$ cat src/mgc_pkg.sv
package mgc_pkg;
  localparam int CMD_W = 8;
  localparam int RES_W = 16;
  localparam int BIT_FAST_TEST = 7;
  localparam int BIT_PS_HI = 6;
  localparam int BIT_PS_LO = 4;
  localparam int BIT_DIR = 3;
  localparam int BIT_OSC_TEST = 2;
  localparam int BIT_AXIS_HI = 1;
  localparam int BIT_AXIS_LO = 0;
  localparam logic [7:0] CMD_RESET = 8'h00;
  localparam logic [1:0] AXIS_NONE = 2'h0;
  localparam logic [1:0] AXIS_X = 2'h1;
  localparam logic [1:0] AXIS_Y = 2'h2;
  localparam logic [1:0] AXIS_Z = 2'h3;
  localparam int DIV_BASE_LOG2 = 5;
  localparam int DIV_MAX_LOG2 = 12;
  typedef enum logic [4:0] {
    ST_POWERUP = 5'h01,
    ST_CMD = 5'h02,
    ST_FWD = 5'h04,
    ST_REV = 5'h08,
    ST_READY = 5'h10
  } mgc_state_t;
endpackage

$ cat src/mgc_sensor.sv
`timescale 1ns/1ps
`default_nettype none
// What this block does
// RQ1: host runs the serial clock idle low, polarity zero only.
// RQ2: data sampled on rising clock edge; output changes on falling edge.
// RQ3: after power-up not idle; idle only entered from data-ready.
// RQ4: host lowers select, pulses reset, then sends one axis command.
// RQ5: command accepted and select high puts device in low power idle; code sets idle only in ST_READY, while select is high.
// RQ6: result_ready rises when result exists; reading it is optional.
// RQ7: one axis measured per command, chosen by axis field.
// RQ8: result is forward minus reverse count, 16-bit two's complement.
// RQ9: command byte fields: test out, period, direction, test run, axis.
// RQ10: test out bit drives fast clock div two, else pad held high.
// RQ11: period select sets divider 32 doubling up to 4096.
// RQ12: direction bit used only while oscillator test run is set.
// RQ13: test run keeps selected oscillator running until next reset.
// RQ14: axis codes 01 X, 10 Y, 11 external Z.
// RQ15: command executes after eight bits received, msb first.
// RQ16: after result_ready, result shifts out over next sixteen clocks.
// RQ17: host pulses reset before every measurement command.
// RQ18: slave output is high impedance whenever select is high; miso_oe_n follows select three clocks late and is low during reset.
// RQ19: axis code 00 starts nothing and leaves result_ready low.
// RQ20: reset pulse clears result_ready until result is available.
module mgc_sensor
(
  input wire logic clk,
  input wire logic rst_n,
  input wire logic sclk,
  input wire logic mosi,
  input wire logic select_n,
  input wire logic meas_reset,
  input wire logic osc_x,
  input wire logic osc_y,
  input wire logic osc_z,
  input wire logic fast_clock,
  output logic miso,
  output logic miso_oe_n,
  output logic result_ready,
  output logic fast_clock_test_out,
  output logic [1:0] osc_enable_axis,
  output logic osc_direction_rev,
  output logic osc_running,
  output logic low_power_idle
);
  import mgc_pkg::*;

  // one-bit period divider: true when selected count of edges done
  function automatic logic period_done(input logic [12:0] cnt, input logic [2:0] ps);
    period_done = (cnt == 13'((1 << (DIV_BASE_LOG2 + ps)) - 1));
  endfunction

  typedef struct packed {
    logic [2:0] sclk_s, mosi_s, sel_s, rst_s, osc_s, fck_s;
    mgc_state_t st;
    logic [7:0] cmd_sh;
    logic [2:0] bit_cnt;
    logic [7:0] cmd;
    logic [12:0] edges;
    logic [15:0] count;
    logic [15:0] fwd;
    logic [15:0] result;
    logic [4:0] out_cnt;
    logic miso_bit;
    logic ready;
    logic test_out;
    logic idle;
  } mgc_regs_t;

  mgc_regs_t r_r, r_nxt;
  logic sclk_rise, sclk_fall, sel_lo, osc_rise, fck_rise, rst_rise, osc_in;

  always_comb
  begin
    case (r_r.cmd[BIT_AXIS_HI:BIT_AXIS_LO])
      AXIS_X: osc_in = osc_x;
      AXIS_Y: osc_in = osc_y;
      AXIS_Z: osc_in = osc_z;
      default: osc_in = 1'b0;
    endcase
  end

  // edges detected only when second and third stages differ
  assign sclk_rise = r_r.sclk_s[1] & r_r.sclk_s[2] == 1'b0 ? r_r.sclk_s[1] : 1'b0;
  assign sclk_fall = (r_r.sclk_s[2] & ~r_r.sclk_s[1]);
  assign sel_lo = ~r_r.sel_s[2];
  assign osc_rise = r_r.osc_s[1] & ~r_r.osc_s[2];
  assign fck_rise = r_r.fck_s[1] & ~r_r.fck_s[2];
  assign rst_rise = r_r.rst_s[1] & ~r_r.rst_s[2];

  always_comb
  begin
    r_nxt = r_r;
    r_nxt.sclk_s = {r_r.sclk_s[1:0], sclk};
    r_nxt.mosi_s = {r_r.mosi_s[1:0], mosi};
    r_nxt.sel_s = {r_r.sel_s[1:0], select_n};
    r_nxt.rst_s = {r_r.rst_s[1:0], meas_reset};
    r_nxt.osc_s = {r_r.osc_s[1:0], osc_in};
    r_nxt.fck_s = {r_r.fck_s[1:0], fast_clock};
    if (fck_rise)
      r_nxt.test_out = ~r_r.test_out;
    if (rst_rise)
    begin
      // measurement reset pulse: clear command and ready RQ20
      r_nxt.st = ST_CMD;
      r_nxt.cmd = CMD_RESET; // RQ9
      r_nxt.bit_cnt = 3'h0;
      r_nxt.ready = 1'b0; // RQ20
      r_nxt.idle = 1'b0;
      r_nxt.out_cnt = 5'h0;
    end
    else
    begin
      case (r_r.st)
        ST_POWERUP:
          r_nxt.idle = 1'b0; // RQ3
        ST_CMD:
          if (sel_lo && sclk_rise)
          begin
            r_nxt.cmd_sh = {r_r.cmd_sh[6:0], r_r.mosi_s[2]}; // RQ2 RQ15
            r_nxt.bit_cnt = r_r.bit_cnt + 3'h1;
            if (r_r.bit_cnt == 3'h7)
            begin
              r_nxt.cmd = {r_r.cmd_sh[6:0], r_r.mosi_s[2]}; // RQ15
              r_nxt.edges = 13'h0;
              r_nxt.count = 16'h0;
              // axis 00 starts nothing RQ19
              if (r_r.cmd_sh[0] | r_r.mosi_s[2])
                r_nxt.st = ST_FWD; // RQ7
            end
          end
        ST_FWD, ST_REV:
          if (!r_r.cmd[BIT_OSC_TEST] && osc_rise) // RQ13
          begin
            r_nxt.count = r_r.count + 16'h1;
            r_nxt.edges = r_r.edges + 13'h1;
            if (period_done(r_r.edges, r_r.cmd[BIT_PS_HI:BIT_PS_LO])) // RQ11
            begin
              r_nxt.edges = 13'h0;
              r_nxt.count = 16'h0;
              if (r_r.st == ST_FWD)
              begin
                r_nxt.fwd = r_r.count + 16'h1;
                r_nxt.st = ST_REV;
              end
              else
              begin
                r_nxt.result = r_r.fwd - (r_r.count + 16'h1); // RQ8
                r_nxt.ready = 1'b1; // RQ6
                r_nxt.out_cnt = 5'h0;
                r_nxt.miso_bit = r_r.fwd[15] ^ 1'b0;
                r_nxt.st = ST_READY;
              end
            end
          end
        ST_READY:
        begin
          r_nxt.idle = ~sel_lo; // RQ3 RQ5
          if (sel_lo && sclk_fall && r_r.out_cnt < 5'd16) // RQ16
          begin
            r_nxt.out_cnt = r_r.out_cnt + 5'h1;
            r_nxt.result = {r_r.result[14:0], 1'b0};
          end
        end
        default:
          r_nxt.st = ST_POWERUP;
      endcase
    end
    r_nxt.miso_bit = r_nxt.result[15];
  end

  always_ff @(posedge clk or negedge rst_n)
  begin
    if (!rst_n)
    begin
      r_r <= '0;
      r_r.st <= ST_POWERUP; // RQ3
    end
    else
      r_r <= r_nxt;
  end

  assign miso = r_r.ready ? r_r.miso_bit : 1'b0;
  assign miso_oe_n = r_r.sel_s[2]; // RQ18
  assign result_ready = r_r.ready; // RQ6 RQ19
  assign fast_clock_test_out = r_r.cmd[BIT_FAST_TEST] ? r_r.test_out : 1'b1; // RQ10
  assign osc_enable_axis = (r_r.st == ST_FWD || r_r.st == ST_REV) ?
    r_r.cmd[BIT_AXIS_HI:BIT_AXIS_LO] : 2'h0; // RQ14
  // direction honoured only in test run RQ12
  assign osc_direction_rev = r_r.cmd[BIT_OSC_TEST] ? r_r.cmd[BIT_DIR] : (r_r.st == ST_REV);
  assign osc_running = r_r.cmd[BIT_OSC_TEST]; // RQ13
  assign low_power_idle = r_r.idle; // RQ5
endmodule
`default_nettype wire

$ cat config.mk
export PLATFORM = sky130hd
export DESIGN_NAME = mgc_sensor
export DESIGN_NICKNAME = d
export VERILOG_FILES = /design/src/mgc_pkg.sv /design/src/mgc_sensor.sv
export SDC_FILE = /design/constraint.sdc
export NUM_CORES = 1
export LEC_CHECK = 0
export BUFFER_PORTS_ARGS = -buffer_cell sky130_fd_sc_hd__buf_2
export CELL_PAD_IN_SITES_DETAIL_PLACEMENT = 1
export CELL_PAD_IN_SITES_GLOBAL_PLACEMENT = 2
export CORE_MARGIN = 2
export CORE_UTILIZATION = 32
export DETAILED_ROUTE_END_ITERATION = 12
export MAX_ROUTING_LAYER = met4
export PLACE_DENSITY_LB_ADDON = 0.2
export SLEW_MARGIN = 20
export SYNTH_ARGS = -nofsm -noshare
export SYNTH_HDL_FRONTEND = slang
export SYNTH_SLANG_ARGS = --single-unit
export TNS_END_PERCENT = 10
$ cat constraint.sdc
create_clock -name clk -period 3.9 [get_ports clk]
set_clock_uncertainty 0.05 [all_clocks]
set_input_delay 0.585 -clock clk [delete_from_list [all_inputs] [get_ports clk]]
set_output_delay 0.585 -clock clk [all_outputs]
set_load 0.05 [all_outputs]
==> results of run 1 <==
==> cells by family (layout without fill, tap and decap cells) <==
family                     count (synthesis)  count (layout)
adders and majority gates                 22              22
buffers and inverters                     42              57
muxes                                      6               6
AOI/OAI and AO/OA                        156             156
other                                      1               2
and+or+nand+nor                          260             260
DFF                                      110             110
xor gates and xnor gates                  40              40
==> path summary, 6_finish.rpt <==
check | startpoint | endpoint | slack [ns] | cells past startpoint
setup / recovery | r_r[41] | r_r[22] | 0.53 | 13
hold / removal | rst_n | r_r[62] | 0.27 | 1
setup reg to reg | r_r[41] | r_r[22] | 0.53 | 13
hold reg to reg | r_nxt[98] | r_nxt[99] | 0.30 | 0
max in group asynchronous | rst_n | r_r[20] | 2.62 | 2
min in group clk | fast_clock | r_nxt[95] | 0.28 | 1
==> layout by cell type (no fill, tap or decap), drive strengths merged, types with 13 or more instances in the layout <==
cell    instances
a21oi          15
nand3          23
dfrtp         109
nand2b         13
xor2           22
nor2           55
inv            18
o21ai          66
buf            27
nand2         100
o31ai          15
xnor2          18
a22oi          13
ha             21
==> routing by layer <==
metal	vias to the layer above	GRT usage
met5	-	-
met4	0	0.0388
met3	8	0.0246
met2	26	0.252
met1	2286	0.218
li1	2253	-
==> final cells by class <==
cell class              count  area (µm²)
flip-flops and latches    110        2750
clock buffers               9         225
well taps                 229         287
repair buffers             27         160
clock inverters             7        75.1
fillers                  2080       11500
inverters                  14        52.6
multi-input cells         486        3000
==> where the power goes <==
part / switching, mW / internal [mW] / total, mW
sequential: 0.0144 / 1.16 / 1.17
clock: 0.473 / 0.457 / 0.930
combinational: 0.0513 / 0.0238 / 0.0751
==> flip-flops by register name, indices dropped and copies added, names as in the netlist <==
name / cells
result_ready: 1
miso_oe_n: 1
r_r: 94
osc_running: 1
low_power_idle: 1
r_nxt: 12
==> worst register-to-register path: stages, from the launching register on <==
cell and delay, ns:
dfrtp_1 0.45, nand3_1 0.10, nor2_1 0.36, nand3_1 0.15
xor2_1 0.27, ha_1 0.32, and3_1 0.24, a221oi_1 0.32
nand2_1 0.10, a31oi_1 0.27, o31ai_1 0.13, xor2_1 0.16
a221oi_1 0.27, nor2_1 0.06
==> per-stage QoR <==
stage | utilization | instances | hold slack, ns | cell area (µm²)
final | 0.362 | 882 | 0.268 | 6550
after global placement | 0.346 | 866 | 0.282 | 6250
after global routing | 0.362 | 882 | 0.260 | 6550
after CTS | 0.362 | 882 | 0.262 | 6550
after floorplan | - | 638 | 0.239 | 5940
after detailed placement | 0.346 | 866 | 0.286 | 6250
==> summary.md, run 1 <==
| Metric | Value |
|---|---|
| Synth warn | `0` |
| Delay of the slowest critical-path stage | `0.45 ns` |
| Final setup vio count | `0` |
| Synth area leader | `dfrtp_1` |
| Minimum clock period | `3.37 ns` |
| Slowest CP cell | `dfrtp_1` |
| Peak supply drop | `258 µV` |
| NumNets Final | `680` |
| Maxcap violations | `0` |
| Most frequent cell after synthesis | `dfrtp_1` |
| Die Height | `140 µm` |
| Crit-path leading delay family | `simple AND/OR/NAND/NOR gates` |
| HPWL Detailed | `10300 µm` |
| Total track usage | `0.160` |
| Pleak | `2.89 nW` |
| Skew-Pair Late Insertion Delay | `0.35 ns` |
| Pwr Density | `333 nW/µm²` |
| TNS Setup | `0 ns` |
| Peak fanout along the critical path | `7` |
| Area grow syn2layout | `10.4%` |
| Initial antenna violation count | `0` |
| First-pass GRT wire length | `24700 µm` |
| Via count | `4573` |
| Setup bufs post-CTS | `0` |
| Die Wd | `140 µm` |
| DR WL met3 | `265 µm` |
| Top cells by area, synth | `dfrtp_1 46%, nand2_1 6.3%, ha_1 4.4%` |
| Worst slew pin tran | `0.928 ns` |
| Synth Flop Type | `dfrtp_1` |
| WL per Instance | `16.1 µm` |
| CP cell instances | `nand3_1 -> nor2_1 -> nand3_1 -> xor2_1 -> ha_1 -> and3_1 -> a221oi_1 -> nand2_1 -> a31oi_1 -> o31ai_1 -> xor2_1 -> a221oi_1 -> nor2_1` |
| Mean Syn Cell Area | `9.32 µm²` |
| Congestion Overflow GR | `0` |
| Flops & latches, synth | `110` |
| WL met1 | `7150 µm` |
| First DRT Iteration DRCs | `156` |
| Routability congestion estimate | `0.776` |
| CP Buf/Inv Count | `0` |
| Setup crit start kind | `flip-flop` |
| CP endpoint kind | `flip-flop` |
| Main combinational cell family by area after synthesis | `simple AND/OR/NAND/NOR gates` |
| Tcrit/Tclk final | `0.865` |
| Iteration count of the initial detailed-routing pass | `4` |
| Post-route DRC | `0` |
| Critical path class | `flip-flop to flip-flop` |
| Root Driver | `clkbuf_16` |
| Post-synthesis mux area share | `0.0105` |
| Ys async rst share | `1.00` |
| Buffers on Ports | `18` |
| Slew Viols, Final | `0` |
| Post-synth EDFFs | `0` |
| Share of layout cells above drive strength 1 | `0.101` |
| DR top layer | `met4` |
| Setup slack after layout | `0.528 ns` |
| Compound-Gate Fraction of Synth Area | `0.169` |
| DR WL met2 | `6590 µm` |
| Core area | `18100 µm²` |
| Routed Antenna Nets | `0` |
| Rows | `49` |
| Number of diodes | `0` |
| TritonCTS clock tree | `built` |
| Post_cts resized | `0` |
| Slew headroom | `0.381` |
| # clock sinks | `110` |
| Num CTS Buffers | `9` |
| CP required | `4.10 ns` |
| CTS clk-pin slew, worst paths | `0.08 ns` |
| Status | `finished clean` |
| Most instantiated cells after synthesis | `109 x dfrtp_1, 99 x nand2_1, 52 x nor2_1` |
| Power, Total | `2.18 mW` |
| Routed Wire Length | `14200 µm` |
| Vias in the first global route | `4848` |
| Initial Util | `0.328` |
| Largest net degree at the start of global routing | `61` |
| Fin. Hold Viols | `0` |
| Mapped Cells | `637` |
| Yosys cell types | `66` |
| Adder-cell share of the synthesized area | `0.0476` |
| CTS hold repair buffers | `0` |
| Vias per inst | `5.18` |
| Simple-gate share of the synthesized area | `0.218` |
| Sequential fraction of the synthesis area | `0.464` |
| I/O pin count | `19` |
| H-Tree Depth | `3` |
| Full die area | `19700 µm²` |
| Synth Area in XOR/XNOR | `0.0590` |
| Area share of the leading cell type in the synthesized netlist | `0.460` |
| RSZ-0062 raised after global routing | `no` |
| FMAX | `297 MHz` |
| Min-delay worst type | `primary input to async pin` |
| Place WS | `0.520 ns` |
| Post-synthesis cell area | `5930 µm²` |
| CP arrival | `3.57 ns` |
| CTS Buffer Depth | `2` |
Power figures use the tool's default switching activity.
==> inputs of run 2 (changes only) <==
==> constraint.sdc (replaced) <==
create_clock -name clk -period 3.9 [get_ports clk]
set_clock_uncertainty 0.05 [all_clocks]
set_input_delay 0.78 -clock clk [delete_from_list [all_inputs] [get_ports clk]]
set_output_delay 0.78 -clock clk [all_outputs]
set_load 0.05 [all_outputs]
==> summary.md, run 2 (synthesized netlist as in run 1, its figures left out) <==
| Metric | Value |
|---|---|
| Skew-Pair Late Insertion Delay | `0.36 ns (was 0.35 ns)` |
| WL per Instance | `15.8 µm (was 16.1 µm)` |
| Fin. Hold Viols | `0 (unchanged)` |
| CTS clk-pin slew, worst paths | `0.09 ns (was 0.08 ns)` |
| Routability congestion estimate | `0.787 (was 0.776)` |
| Most frequent cells in the layout | `109 x dfrtp_1, 99 x nand2_1, 52 x nor2_1 (unchanged)` |
| Worst slew pin tran | `0.881 ns (was 0.928 ns)` |
| WHS | `0.307 ns (was 0.268 ns)` |
| CP Buf/Inv Count | `0 (unchanged)` |
| HPWL Detailed | `10200 µm (was 10300 µm)` |
| Minimum clock period | `3.37 ns (about the same)` |
| Maxcap violations | `0 (unchanged)` |
| H-Tree Depth | `3 (unchanged)` |
| Buffers on Ports | `18 (unchanged)` |
| Vias per inst | `5.16 (was 5.18)` |
| I/O pin count | `19 (unchanged)` |
| Peak fanout along the critical path | `7 (unchanged)` |
| R2r startpoint | `r_r[41] (unchanged)` |
| NumNets Final | `682 (was 680)` |
| CP required | `4.11 ns (was 4.10 ns)` |
| Final setup vio count | `0 (unchanged)` |
| Peak supply drop | `235 µV (was 258 µV)` |
| CTS hold repair buffers | `0 (unchanged)` |
| Slew Viols, Final | `0 (unchanged)` |
| Flop-to-flop setup slack | `0.53 ns (about the same)` |
| Pwr Density | `337 nW/µm² (was 333 nW/µm²)` |
| Setup crit start | `r_r[41] (unchanged)` |
| Slowest CP cell | `dfrtp_1 (unchanged)` |
| Tcrit/Tclk final | `0.863 (was 0.865)` |
| Vias in the first global route | `4683 (was 4848)` |
| Iteration count of the initial detailed-routing pass | `4 (unchanged)` |
| Routed Wire Length | `13900 µm (was 14200 µm)` |
| DP Area | `6270 µm² (was 6250 µm²)` |
| TritonCTS clock tree | `built (unchanged)` |
| Area grow syn2layout | `10.9% (was 10.4%)` |
| Share of layout cells above drive strength 1 | `0.104 (was 0.101)` |
| Post-route cell area | `6580 µm² (was 6550 µm²)` |
| Fillers | `2093 (was 2080)` |
| Setup crit end | `r_r[22] (unchanged)` |
| Rows | `49 (unchanged)` |
| Biggest register | `r_r (unchanged)` |
| Status | `finished clean (unchanged)` |
| Initial Util | `0.328 (unchanged)` |
| Core area | `18100 µm² (unchanged)` |
| CP arrival | `3.57 ns (about the same)` |
| Min-delay worst type | `flip-flop to flip-flop (was primary input to async pin)` |
| CP endpoint kind | `flip-flop (unchanged)` |
| Crit-path leading delay family | `compound AO/OA/AOI/OAI gates (was simple AND/OR/NAND/NOR gates)` |
| TNS Setup | `0 ns (unchanged)` |
| Full die area | `19700 µm² (unchanged)` |
| Initial antenna violation count | `0 (unchanged)` |
| Root Driver | `clkbuf_16 (unchanged)` |
| Total track usage | `0.154 (was 0.160)` |
| CP cell instances | `ha_1 -> nand4_1 -> nor2_1 -> xnor2_1 -> ha_1 -> a21o_1 -> a221oi_1 -> nand2_1 -> a31oi_1 -> o31ai_1 -> xor2_1 -> a221oi_1 -> nor2_1 (was nand3_1 -> nor2_1 -> nand3_1 -> xor2_1 -> ha_1 -> and3_1 -> a221oi_1 -> nand2_1 -> a31oi_1 -> o31ai_1 -> xor2_1 -> a221oi_1 -> nor2_1)` |
| Post_cts resized | `0 (unchanged)` |
| Num CTS Buffers | `9 (unchanged)` |
| Worst r2r dst | `r_r[22] (unchanged)` |
| # clock sinks | `110 (unchanged)` |
| Delay of the slowest critical-path stage | `0.47 ns (was 0.45 ns)` |
| Pleak | `2.91 nW (was 2.89 nW)` |
| Critical path class | `flip-flop to flip-flop (unchanged)` |
| Setup crit start kind | `flip-flop (unchanged)` |
| RSZ-0062 raised after global routing | `no (unchanged)` |
| Die Wd | `140 µm (unchanged)` |
| First DRT Iteration DRCs | `175 (was 156)` |
| Die Height | `140 µm (unchanged)` |
| Post-route DRC | `0 (unchanged)` |
| CP Depth | `13 (unchanged)` |
| Number of diodes | `0 (unchanged)` |
| Routed Antenna Nets | `0 (unchanged)` |
| Commonest non-fill, non-tap cell in the layout | `dfrtp_1 (unchanged)` |
| First-pass GRT wire length | `23800 µm (was 24700 µm)` |
| Max reg flops | `94 (unchanged)` |
| Largest net degree at the start of global routing | `61 (unchanged)` |
| FF-to-FF path depth | `13 (unchanged)` |
| CTS Buffer Depth | `2 (unchanged)` |
| Via count | `4558 (was 4573)` |
| Setup bufs post-CTS | `0 (unchanged)` |
| Congestion Overflow GR | `0 (unchanged)` |
| Slew headroom | `0.413 (was 0.381)` |
| FMAX | `297 MHz (about the same)` |
[run 2: layout make-up]
type	instances	area, µm²	share of cell area
inverters	14	52.6	0.00798
clock inverters	7	91.3	0.0139
well taps	229	287	0.0435
flip-flops and latches	110	2750	0.418
repair buffers	29	175	0.0266
clock buffers	9	225	0.0342
multi-input cells	486	3000	0.456
[run 2: worst min-delay path by stage]
stage	startpoint	end	slack, ns	cells past startpoint
floorplan	r_nxt[105]	miso_oe_n	0.28	0
global placement	r_nxt[107]	r_nxt[108]	0.28	0
detailed placement	r_nxt[98]	r_nxt[99]	0.29	0
CTS	r_nxt[98]	r_nxt[99]	0.31	0
global route	r_nxt[108]	r_r[108]	0.31	0
finish	r_nxt[98]	r_nxt[99]	0.31	0
[run 2: worst reg2reg max path: cells and delay by family, from the launching register on]
| family | cells | cell delay, ns |
|---|---|---|
| AO/OA/AOI/OAI | 5 | 1.25 |
| adder cells (fa/ha/maj) | 2 | 0.64 |
| XOR/XNOR | 2 | 0.34 |
| AND/OR/NAND/NOR | 4 | 0.53 |
| flip-flops | 1 | 0.47 |
[run 2: stage by stage]
| stage | power (mW) | setup WS [ns] | cells | utilization |
|---|---|---|---|---|
| after floorplan | 1.23 | 0.882 | 638 | - |
| after global placement | 1.27 | 0.622 | 868 | 0.347 |
| after detailed placement | 1.27 | 0.538 | 868 | 0.347 |
| after CTS | 2.26 | 0.508 | 884 | 0.364 |
| after global routing | 2.31 | 0.243 | 884 | 0.364 |
| final | 2.22 | 0.533 | 884 | 0.364 |
[run 2: per-layer routing]
layer,global-route usage,part of all wire,vias to the layer above
met1,0.216,0.52,2261
met5,-,0,-
li1,-,-,2253
met4,0.0500,0.019,0
met2,0.230,0.45,29
met3,0.0256,0.019,15
[run 2: report_power, final]
group / switching, mW / internal, mW / leakage (nW)
registers: 0.0139 / 1.16 / 1.42
clock network: 0.497 / 0.470 / 0.155
logic: 0.0512 / 0.0245 / 1.34
total: 0.562 / 1.65 / 2.91
==> inputs of run 3 (changes only) <==
MAX_ROUTING_LAYER = default   (was met4)
==> summary.md, run 3 (synthesized netlist as in run 1, its figures left out) <==
| Metric | Value |
|---|---|
| Status | `finished clean (unchanged)` |
| Commonest non-fill, non-tap cell in the layout | `dfrtp_1 (unchanged)` |
| First DRT Iteration DRCs | `176 (was 175)` |
| Peak fanout along the critical path | `7 (unchanged)` |
| Number of diodes | `0 (unchanged)` |
| Congestion Overflow GR | `0 (unchanged)` |
| Dpl cells | `868 (unchanged)` |
| CP arrival | `3.57 ns (about the same)` |
| CP Buf/Inv Count | `0 (unchanged)` |
| Routability congestion estimate | `0.777 (was 0.787)` |
| Critical path class | `flip-flop to flip-flop (unchanged)` |
| WHS | `0.306 ns (was 0.307 ns)` |
| Post-route DRC | `0 (unchanged)` |
| Skew-Pair Late Insertion Delay | `0.36 ns (about the same)` |
| Setup crit end | `r_r[22] (unchanged)` |
| Peak supply drop | `235 µV (about the same)` |
| Setup crit start | `r_r[41] (unchanged)` |
| First-pass GRT wire length | `23800 µm (unchanged)` |
| Flop-to-flop setup slack | `0.53 ns (about the same)` |
| Area grow syn2layout | `10.9% (unchanged)` |
| Slew Viols, Final | `0 (unchanged)` |
| Power, Total | `2.22 mW (about the same)` |
| CTS clk-pin slew, worst paths | `0.09 ns (about the same)` |
| Crit-path leading delay family | `compound AO/OA/AOI/OAI gates (unchanged)` |
| Final setup vio count | `0 (unchanged)` |
| Core area | `18100 µm² (unchanged)` |
| Iteration count of the initial detailed-routing pass | `4 (unchanged)` |
| Vias per inst | `5.14 (was 5.16)` |
| Setup crit start kind | `flip-flop (unchanged)` |
| RSZ-0062 raised after global routing | `no (unchanged)` |
| Initial antenna violation count | `0 (unchanged)` |
| Maxcap violations | `0 (unchanged)` |
| Pleak | `2.91 nW (unchanged)` |
| Minimum clock period | `3.37 ns (about the same)` |
| Via count | `4546 (was 4558)` |
| Root Driver | `clkbuf_16 (unchanged)` |
| Slew headroom | `0.409 (was 0.413)` |
| CP required | `4.11 ns (about the same)` |
| Post_cts resized | `0 (unchanged)` |
| Vias in the first global route | `4687 (was 4683)` |
| Buffers on Ports | `18 (unchanged)` |
| Fin. Hold Viols | `0 (unchanged)` |
| Pwr Density | `336 nW/µm² (was 337 nW/µm²)` |
| Die Wd | `140 µm (unchanged)` |
| HPWL Detailed | `10200 µm (unchanged)` |
| TNS Setup | `0 ns (unchanged)` |
| Worst r2r dst | `r_r[22] (unchanged)` |
| CP endpoint kind | `flip-flop (unchanged)` |
| Setup bufs post-CTS | `0 (unchanged)` |
| Full die area | `19700 µm² (unchanged)` |
| Routed Antenna Nets | `0 (unchanged)` |
| Final non-filler cell total | `884 (unchanged)` |
| I/O pin count | `19 (unchanged)` |
| WL per Instance | `15.7 µm (was 15.8 µm)` |
| Die Height | `140 µm (unchanged)` |
| Register Area | `2750 µm² (unchanged)` |
| CTS Buffer Depth | `2 (unchanged)` |
| Share of layout cells above drive strength 1 | `0.104 (unchanged)` |
| NumNets Final | `682 (unchanged)` |
| H-Tree Depth | `3 (unchanged)` |
| Slowest CP cell | `dfrtp_1 (unchanged)` |
| # clock sinks | `110 (unchanged)` |
| Initial Util | `0.328 (unchanged)` |
| Worst slew pin tran | `0.886 ns (was 0.881 ns)` |
| CP cell instances | `ha_1 -> nand4_1 -> nor2_1 -> xnor2_1 -> ha_1 -> a21o_1 -> a221oi_1 -> nand2_1 -> a31oi_1 -> o31ai_1 -> xor2_1 -> a221oi_1 -> nor2_1 (unchanged)` |
| Routed Wire Length | `13900 µm (about the same)` |
| Most frequent cells in the layout | `109 x dfrtp_1, 99 x nand2_1, 52 x nor2_1 (unchanged)` |
| Total track usage | `0.150 (was 0.154)` |
| Min-delay worst type | `flip-flop to flip-flop (unchanged)` |
| FF-to-FF path depth | `13 (unchanged)` |
| Tcrit/Tclk final | `0.863 (about the same)` |
| Largest net degree at the start of global routing | `61 (unchanged)` |
| Num CTS Buffers | `9 (unchanged)` |
| Delay of the slowest critical-path stage | `0.47 ns (about the same)` |
| TritonCTS clock tree | `built (unchanged)` |
| Biggest register | `r_r (unchanged)` |
| Multi-input gate area | `3000 µm² (unchanged)` |
| Rows | `49 (unchanged)` |
| FMAX | `297 MHz (about the same)` |
| CTS hold repair buffers | `0 (unchanged)` |
| Max reg flops | `94 (unchanged)` |
| CP Depth | `13 (unchanged)` |
| Fillers | `2093 (unchanged)` |
| R2r startpoint | `r_r[41] (unchanged)` |
[run 3: layer usage]
layer | track usage | wire, µm | vias to the layer above | share of wire
li1 | - | - | 2255 | -
met1 | 0.215 | 7210 | 2244 | 0.52
met2 | 0.230 | 6200 | 32 | 0.45
met3 | 0.0256 | 225 | 15 | 0.016
met4 | 0.0500 | 258 | 0 | 0.019
met5 | 0 | 0 | - | 0
[run 3: final cells by class]
cell class	count	share of cell area
sequential	110	0.418
clock inverter	7	0.0139
multi-input combinational	486	0.456
clock buffer	9	0.0342
tap	229	0.0435
timing repair buffer	29	0.0266
inverter	14	0.00798
[run 3: worst min path at each step]
stage | start | depth (start not counted) | to
global placement | r_nxt[107] | 0 | r_nxt[108]
detailed placement | r_nxt[98] | 0 | r_nxt[99]
finish | r_nxt[98] | 0 | r_nxt[99]
global route | r_nxt[108] | 0 | r_r[108]
floorplan | r_nxt[105] | 0 | miso_oe_n
CTS | r_nxt[98] | 0 | r_nxt[99]
[run 3: per-stage QoR]
stage	utilization	worst slack, ns	area, µm²
final	0.364	0.533	6580
after floorplan	-	0.882	5940
after global placement	0.347	0.622	6270
after CTS	0.364	0.508	6580
after global routing	0.364	0.243	6580
after detailed placement	0.347	0.538	6270
[run 3: worst reg2reg max path: cells and delay by family (launching register included)]
kind	cells	cell delay, ns
AOI/OAI and AO/OA	5	1.25
xor gates and xnor gates	2	0.34
adders and majority gates	2	0.64
DFF	1	0.47
and+or+nand+nor	4	0.53
[run 3: power breakdown]
part | internal, mW | switching (mW)
clock network | 0.470 | 0.496
registers | 1.16 | 0.0137
logic | 0.0245 | 0.0511
total | 1.65 | 0.561
